## src/gim_defines.svh

```systemverilog
`ifndef GIM_DEFINES_SVH
`define GIM_DEFINES_SVH

// port-relative byte offsets
`define GIM_ADDR_W 12
`define GIM_OFS_STATUS_TWO 12'h115
`define GIM_OFS_MASK_TWO 12'h115

// status two bit positions
`define GIM_S2_SUMMARY_BIT 7
`define GIM_S2_SVC_REQ_IN 6
`define GIM_S2_LOCKOUT 5
`define GIM_S2_RL_STATE 4
`define GIM_S2_CMD_OUT 3
`define GIM_S2_LOK_CHG 2
`define GIM_S2_REM_CHG 1
`define GIM_S2_ADS_CHG 0

// mask two bit positions
`define GIM_M2_RSVD 7
`define GIM_M2_SVC_REQ_IN_EN 6
`define GIM_M2_DMA_TX_EN 5
`define GIM_M2_DMA_RX_EN 4
`define GIM_M2_CMD_OUT_EN 3
`define GIM_M2_LOK_CHG_EN 2
`define GIM_M2_REM_CHG_EN 1
`define GIM_M2_ADS_CHG_EN 0

// reset values
`define GIM_MASK_TWO_RST 8'h00
`define GIM_STATUS_RST 8'h00
`define GIM_RDATA_RST 8'h00

`endif

```

## src/gim_pkg.sv

```systemverilog
package gim_pkg;

    typedef logic [7:0] gim_byte_t;

    // first status group terms held outside this block
    typedef struct packed {
        logic cmd_passthru;
        logic addr_passthru;
        logic trigger_rx;
        logic err;
        logic end_rx;
        logic clear_rx;
        logic tx_byte_flag;
    } gim_grp_one_s;

    // engine state feeding the data-in flag
    typedef struct packed {
        logic listener_active;
        logic accept_data;
        logic cont_listen;
        logic finish_hs_cmd;
        logic rfd_holdoff;
    } gim_lsn_s;

    // second group events (one-cycle pulses) and levels
    typedef struct packed {
        logic svc_request_in;
        logic cmd_byte_needed;
        logic lockout_changed;
        logic rl_state_changed;
        logic addr_state_changed;
        logic lockout_flag;
        logic rl_state_flag;
    } gim_evt_two_s;

    typedef enum logic [2:0] {
        GIM_ACC_IDLE = 3'b001,
        GIM_ACC_READ = 3'b010,
        GIM_ACC_WRITE = 3'b100
    } gim_acc_e;

endpackage

```

## src/gim_core.sv

```systemverilog
`timescale 1ns/1ps
`include "gim_defines.svh"

module gim_core
    import gim_pkg::*;
(
    input wire logic sys_clk,
    input wire logic srst,
    input wire logic acc_cs,
    input wire logic acc_we,
    input wire logic [`GIM_ADDR_W-1:0] acc_addr,
    input wire gim_byte_t acc_wdata,
    output gim_byte_t acc_rdata,
    output logic acc_rvalid,
    input wire logic rd_status_one,
    input wire logic rd_rx_data,
    input wire gim_lsn_s lsn,
    input wire gim_evt_two_s evt,
    input wire gim_grp_one_s grp_one,
    input wire gim_grp_one_s grp_one_en,
    input wire logic rx_byte_flag_en,
    output logic rx_byte_flag,
    output logic dma_rx_req,
    output logic dma_tx_req,
    output logic irq_out
);

    ////////////////////////////////////////////////////////////////////////////
    // access decode

    gim_acc_e acc_reg;
    gim_acc_e acc_next;
    logic hit_status;
    logic hit_mask;
    logic rd_hold;
    logic rd_done;
    logic rd_take;
    logic evt_hold;

    assign hit_status = (acc_addr == `GIM_OFS_STATUS_TWO);
    assign hit_mask = (acc_addr == `GIM_OFS_MASK_TWO);

    always_comb
    begin
        acc_next = acc_reg;
        case (acc_reg)
            GIM_ACC_IDLE:
            begin
                if (acc_cs && !acc_we && hit_status)
                    acc_next = GIM_ACC_READ;
                else if (acc_cs && acc_we && hit_mask)
                    acc_next = GIM_ACC_WRITE;
            end
            GIM_ACC_READ:
            begin
                if (!acc_cs)
                    acc_next = GIM_ACC_IDLE;
            end
            GIM_ACC_WRITE:
            begin
                if (!acc_cs)
                    acc_next = GIM_ACC_IDLE;
            end
            default:
                acc_next = GIM_ACC_IDLE;
        endcase
    end

    always_ff @(posedge sys_clk)
    begin
        if (srst)
            acc_reg <= GIM_ACC_IDLE;
        else
            acc_reg <= acc_next;
    end

    // the read is finished on the first cycle in which the strobe is gone
    assign rd_hold = (acc_reg == GIM_ACC_READ);
    assign rd_done = rd_hold && !acc_cs;

    // an event on the snapshot edge would miss the snapshot and then be cleared, so it waits too
    assign rd_take = (acc_reg == GIM_ACC_IDLE) && acc_cs && !acc_we && hit_status;
    assign evt_hold = rd_take || rd_hold;

    ////////////////////////////////////////////////////////////////////////////
    // mask two, write-only

    gim_byte_t mask_two_reg;

    always_ff @(posedge sys_clk)
    begin
        if (srst)
            mask_two_reg <= `GIM_MASK_TWO_RST;
        else if (acc_reg == GIM_ACC_IDLE && acc_cs && acc_we && hit_mask)
        begin
            mask_two_reg <= acc_wdata;
            mask_two_reg[`GIM_M2_RSVD] <= 1'b0;
        end
    end

    ////////////////////////////////////////////////////////////////////////////
    // data-in flag of the first group

    logic lsn_take;
    logic rx_clear;
    logic rx_flag_reg;

    assign lsn_take = lsn.listener_active && lsn.accept_data && lsn.cont_listen;
    assign rx_clear = rd_status_one || rd_rx_data || (lsn.finish_hs_cmd && lsn.rfd_holdoff);

    // a byte taken in the same cycle as a clear still shows
    always_ff @(posedge sys_clk)
    begin
        if (srst)
            rx_flag_reg <= 1'b0;
        else if (lsn_take)
            rx_flag_reg <= 1'b1;
        else if (rx_clear)
            rx_flag_reg <= 1'b0;
    end

    assign rx_byte_flag = rx_flag_reg;

    ////////////////////////////////////////////////////////////////////////////
    // second group event bits

    localparam int NEVT = 5;
    logic [NEVT-1:0] evt_set;
    logic [NEVT-1:0] evt_flag;

    assign evt_set = {evt.svc_request_in, evt.cmd_byte_needed, evt.lockout_changed,
                      evt.rl_state_changed, evt.addr_state_changed};

    generate
        for (genvar i = 0; i < NEVT; i++)
        begin : g_evt
            gim_evt_bit u_bit (
                .sys_clk(sys_clk),
                .srst(srst),
                .set_evt(evt_set[i]),
                .hold(evt_hold),
                .rd_done(rd_done),
                .flag(evt_flag[i])
            );
        end
    endgenerate

    // state levels are frozen while a read is in progress
    logic lockout_reg;
    logic rl_state_reg;

    always_ff @(posedge sys_clk)
    begin
        if (srst)
        begin
            lockout_reg <= 1'b0;
            rl_state_reg <= 1'b0;
        end
        else if (!rd_hold)
        begin
            lockout_reg <= evt.lockout_flag;
            rl_state_reg <= evt.rl_state_flag;
        end
    end

    ////////////////////////////////////////////////////////////////////////////
    // summary interrupt

    logic [12:0] term;
    logic summary_reg;

    always_comb
    begin
        term[0] = grp_one.cmd_passthru && grp_one_en.cmd_passthru;
        term[1] = grp_one.addr_passthru && grp_one_en.addr_passthru;
        term[2] = grp_one.trigger_rx && grp_one_en.trigger_rx;
        term[3] = grp_one.err && grp_one_en.err;
        term[4] = grp_one.end_rx && grp_one_en.end_rx;
        term[5] = grp_one.clear_rx && grp_one_en.clear_rx;
        term[6] = grp_one.tx_byte_flag && grp_one_en.tx_byte_flag;
        term[7] = rx_flag_reg && rx_byte_flag_en;
        term[8] = evt_flag[4] && mask_two_reg[`GIM_M2_SVC_REQ_IN_EN];
        term[9] = evt_flag[1] && mask_two_reg[`GIM_M2_REM_CHG_EN];
        term[10] = evt_flag[3] && mask_two_reg[`GIM_M2_CMD_OUT_EN];
        term[11] = evt_flag[2] && mask_two_reg[`GIM_M2_LOK_CHG_EN];
        term[12] = evt_flag[0] && mask_two_reg[`GIM_M2_ADS_CHG_EN];
    end

    // registered so the request line never glitches; costs one cycle of latency
    always_ff @(posedge sys_clk)
    begin
        if (srst)
            summary_reg <= 1'b0;
        else
            summary_reg <= |term;
    end

    assign irq_out = summary_reg;

    ////////////////////////////////////////////////////////////////////////////
    // DMA steering

    logic dma_rx_reg;
    logic dma_tx_reg;

    always_ff @(posedge sys_clk)
    begin
        if (srst)
        begin
            dma_rx_reg <= 1'b0;
            dma_tx_reg <= 1'b0;
        end
        else
        begin
            dma_rx_reg <= rx_flag_reg && mask_two_reg[`GIM_M2_DMA_RX_EN];
            dma_tx_reg <= grp_one.tx_byte_flag && mask_two_reg[`GIM_M2_DMA_TX_EN];
        end
    end

    assign dma_rx_req = dma_rx_reg;
    assign dma_tx_req = dma_tx_reg;

    ////////////////////////////////////////////////////////////////////////////
    // read data

    gim_byte_t status_two;
    gim_byte_t rdata_reg;

    always_comb
    begin
        status_two = `GIM_STATUS_RST;
        status_two[`GIM_S2_SUMMARY_BIT] = summary_reg;
        status_two[`GIM_S2_SVC_REQ_IN] = evt_flag[4];
        status_two[`GIM_S2_LOCKOUT] = lockout_reg;
        status_two[`GIM_S2_RL_STATE] = rl_state_reg;
        status_two[`GIM_S2_CMD_OUT] = evt_flag[3];
        status_two[`GIM_S2_LOK_CHG] = evt_flag[2];
        status_two[`GIM_S2_REM_CHG] = evt_flag[1];
        status_two[`GIM_S2_ADS_CHG] = evt_flag[0];
    end

    // snapshot taken once at the start of the read; the mask never reads back
    always_ff @(posedge sys_clk)
    begin
        if (srst)
            rdata_reg <= `GIM_RDATA_RST;
        else if (acc_reg == GIM_ACC_IDLE && acc_cs && !acc_we)
            rdata_reg <= hit_status ? status_two : `GIM_RDATA_RST;
    end

    assign acc_rdata = rdata_reg;
    assign acc_rvalid = rd_hold;

endmodule

```

## src/gim_evt_bit.sv

```systemverilog
`timescale 1ns/1ps
`include "gim_defines.svh"

module gim_evt_bit
    import gim_pkg::*;
(
    input wire logic sys_clk,
    input wire logic srst,
    input wire logic set_evt,
    input wire logic hold,
    input wire logic rd_done,
    output logic flag
);

    logic pend_reg;
    logic flag_reg;

    // an event seen while the register is being read waits here
    always_ff @(posedge sys_clk)
    begin
        if (srst)
            pend_reg <= 1'b0;
        else if (rd_done)
            pend_reg <= 1'b0;
        else if (hold && set_evt)
            pend_reg <= 1'b1;
    end

    // set beats the read clear so an event is never lost
    always_ff @(posedge sys_clk)
    begin
        if (srst)
            flag_reg <= 1'b0;
        else if (rd_done)
            flag_reg <= set_evt || pend_reg;
        else if (!hold && set_evt)
            flag_reg <= 1'b1;
    end

    assign flag = flag_reg;

endmodule

```

## config.mk

```make
export PLATFORM = sky130hd
export DESIGN_NAME = gim_core
export DESIGN_NICKNAME = d
export VERILOG_FILES = /design/src/gim_pkg.sv /design/src/gim_core.sv /design/src/gim_evt_bit.sv
export VERILOG_INCLUDE_DIRS = /design/src
export SDC_FILE = /design/constraint.sdc
export NUM_CORES = 1
export LEC_CHECK = 0
export ABC_AREA = 1
export BUFFER_PORTS_ARGS = -buffer_cell sky130_fd_sc_hd__buf_4
export CORE_MARGIN = 4
export CORE_UTILIZATION = 42
export DETAILED_ROUTE_END_ITERATION = 8
export PLACE_DENSITY = 0.75
export RECOVER_POWER = 50
export SYNTH_ARGS = -nofsm -noshare
export SYNTH_HDL_FRONTEND = slang
export SYNTH_SLANG_ARGS = --single-unit
export TNS_END_PERCENT = 20
```

## constraint.sdc

```tcl
create_clock -name sys_clk -period 1.3 [get_ports sys_clk]
set_input_delay 0.13 -clock sys_clk [delete_from_list [all_inputs] [get_ports sys_clk]]
set_output_delay 0.13 -clock sys_clk [all_outputs]
set_load 0.02 [all_outputs]
```

==> summary.md <==
| Metric | Value |
|---|---|
| Final cell count without fillers | 343 |
| CP max-delay cell | dfxtp_2 |
| Peak supply drop | 0.666 mV |
| Crit Reg-Reg Startpoint | acc_reg[0] |
| Synth top area share | 44.4% |
| Sequential share of the synthesized area | 44.4% |
| Post-synth EDFFs | 0 |
| Synthesized area | 1530 um^2 |
| CTS tree | yes |
| Post-synthesis cell count | 217 |
| Comb pwr share | 21.0% |
| Clock skew | 0.00565 ns |
| FFs w/ async S/R, synth | 0% |
| Die Ht | 68.4 um |
| DR iter-0 viols | 56 |
| Final Hold Viols | 0 |
| CTS buffer count | 5 |
| Critical path class | register to primary output |
| Post-Route Setup TNS | 0 ns |
| Post-Syn Nets | 270 |
| Biggest cell delay along the critical path | 0.31 ns |
| Largest cells by area after synthesis | dfxtp_1 44%, nand2_1 17%, a21oi_1 8.5% |
| Reg2Reg Depth | 9 |
| I/O pins | 66 |
| Clock buffer depth | 2 |
| CP Cell Sequence | inv_2 -> buf_6 -> nand3_4 -> buf_6 -> inv_4 -> buf_6 |
| Crit path top cell by count | buf_6 |
| Final Setup Violations | 0 |
| Detail Route Antenna Nets | 0 |
| Clock Latency Late Sink | 0.28 ns |
| GRT overflow | 0 |
| Worst-path fanout max | 4 |
| Initial core utilization | 44.5% |
| Largest net degree at the start of global routing | 24 |
| Actual slew at the worst max-slew pin | 0.270 ns |
| Hold Path Stages | 3 |
| Max-slew headroom | 82.1% |
| HPWL Detailed | 2.89 mm |
| Power Dens Cells | 1070 nW/um^2 |
| Worst Setup End Kind | primary output |
| Max Slew Vio Count | 0 |
| Switching power | 643 uW |
| Layout Nets | 349 |
| Drt pass-1 iters | 4 |
| RSZ-0062 raised after global routing | yes |
| Initial antenna violation count | 0 |
| Area grow syn2layout | 46.1% |
| Critical register-to-register path endpoint | mask_two_reg[3] |
| Number of antenna diodes | 0 |
| PortBufs | 64 |
| Pre-CTS WS | -0.0369 ns |
| DRC Markers | 0 |
| Buf+Inv Stages, Crit Path | 5 |
| Core Area | 3440 um^2 |
| Post-synthesis cell type count | 24 |
| Most frequent cell after synthesis | nand2_1 |
| Largest register FFs | 8 |
| Die Area | 4680 um^2 |
| DR vias | 1576 |
| F_max | 789 MHz |
| WHS Endpoint | dma_tx_req |
| Synthesis-stage register bit count | 34 |
| Register-to-register setup slack | 0.05 ns |
| Setup WS post-layout | 0.0319 ns |
| GRT Util Overall | 16.4% |
| Chip width | 68.4 um |
| Site row count | 21 |
| Static leakage | 1.06 nW |
| Num Clock Sinks | 34 |
| Delay-heaviest family, CP | buffers and inverters |
| Post-placement cell count | 334 |
| Worst path arrival time | 1.14 ns |
| Startpoint Class | register |
| Vias in the first global route | 1415 |
| Internal power | 1.76 mW |
| Hold path start | grp_one[0] |
| Drt wl/cell | 10.6 um |
| Dpl cell area | 2130 um^2 |
| Layout cells sized above 1 | 32.0% |
| Synth Area per Inst | 7.06 um^2 |
| First-pass GRT wire length | 5.80 mm |
| Commonest cells in the netlist | 70 x nand2_1, 34 x dfxtp_1, 26 x a21oi_1 |
| Final min period | 1.27 ns |
| RePlAce Congestion | 0.792 |
| Outcome | finished clean |
| Primary FF master, synth | dfxtp_1 |
| CTS clock-pin slew for the worst setup and hold paths | 0.07 ns |
| Fin area | 2240 um^2 |
| Clock share of power | 32.8% |
| CP required | 1.17 ns |
| Min-delay worst type | primary input to register |
| Yosys top cell by area | dfxtp_1 |
| Final period util | 97.5% |
| Cts hold-fix bufs | 0 |
| Root Driver | clkbuf_8 |
| Switching Share | 26.8% |
| Vias per inst | 4.59 |
| Max-Cap Viols | 0 |
| Sequential power share | 46.2% |
| CTS HTree Levels | 2 |
| Synth Warn # | 0 |
| Routed wire length | 3.64 mm |
## tightest hold or removal path, stage by stage
cell and delay (ns):
buf_4 0.08, nand2_1 0.04, nor2_1 0.07
## cells in the final DEF (no fill, tap or decap), drive strengths merged
cell type	n
xor2	1
o21ai	6
a21oi	27
clkinv	2
nand2	72
dfxtp	34
nand3	14
clkbuf	19
nor3	1
nand4	5
o211ai	1
inv	23
nor4	1
nor2	27
buf	64
## timing repair
item                                    CTS  global route
gates resized for setup                   7            12
endpoints found under the setup margin    8            16
pin swaps                                 1             2
buffers inserted                          0             1
## worst max-delay path by stage
stage	from	endpoint	cells after the start
6_report	acc_reg[0]	acc_rvalid	6
5_1_grt	acc_reg[0]	mask_two_reg[5]	9
4_1_cts	acc_reg[0]	mask_two_reg[3]	9
3_5_place_dp	acc_reg[0]	mask_two_reg[3]	9
3_3_place_gp	acc_reg[0]	mask_two_reg[5]	9
2_1_floorplan	acc_reg[0]	mask_two_reg[5]	9
## kinds of logic (layout without fill, tap and decap cells)
kind of cell,after synthesis,in the layout,share of synthesized area [%]
simple gates,120,120,35.6
compound gates,34,34,11.5
flops,34,34,44.4
buf+inv,28,108,7.92
xor+xnor,1,1,0.572
## metal layers
| layer | vias to the layer above | part of all wire (%) | global-route usage [%] | routed length, um |
|---|---|---|---|---|
| met4 | 0 | 1.6 | 8.19 | 60 |
| met1 | 693 | 44 | 19.6 | 1600 |
| li1 | 854 | - | - | - |
| met5 | - | 0 | 0 | 0 |
| met3 | 5 | 4.4 | 4.43 | 159 |
| met2 | 24 | 50 | 26.7 | 1830 |
## area by class of cell
type / instances / area, um^2
inverters: 24 / 103
multi-input cells: 155 / 761
clock inverters: 1 / 5.00
well taps: 46 / 57.6
flip-flops and latches: 34 / 683
repair buffers: 76 / 544
clock buffers: 7 / 86.3
fillers: 339 / 1200
## through the flow
stage / hold WS (ns) / power, mW / utilization, %
6_report: 0.0783 / 2.40 / 65.1
4_1_cts: 0.0762 / 2.39 / 65.2
5_1_grt: 0.0816 / 2.52 / 65.1
2_1_floorplan: 0.199 / 1.37 / -
3_5_place_dp: 0.374 / 1.59 / 61.9
3_3_place_gp: 0.365 / 1.58 / 61.9
## power groups by stage
stage | Sequential (mW) | Combinational [mW] | Clock, mW
4_1_cts | 1.11 | 0.473 | 0.805
6_report | 1.11 | 0.505 | 0.787
3_3_place_gp | 1.13 | 0.452 | 0
2_1_floorplan | 1.13 | 0.242 | 0
5_1_grt | 1.12 | 0.560 | 0.847
3_5_place_dp | 1.13 | 0.458 | 0
Power figures use the tool's default switching activity.
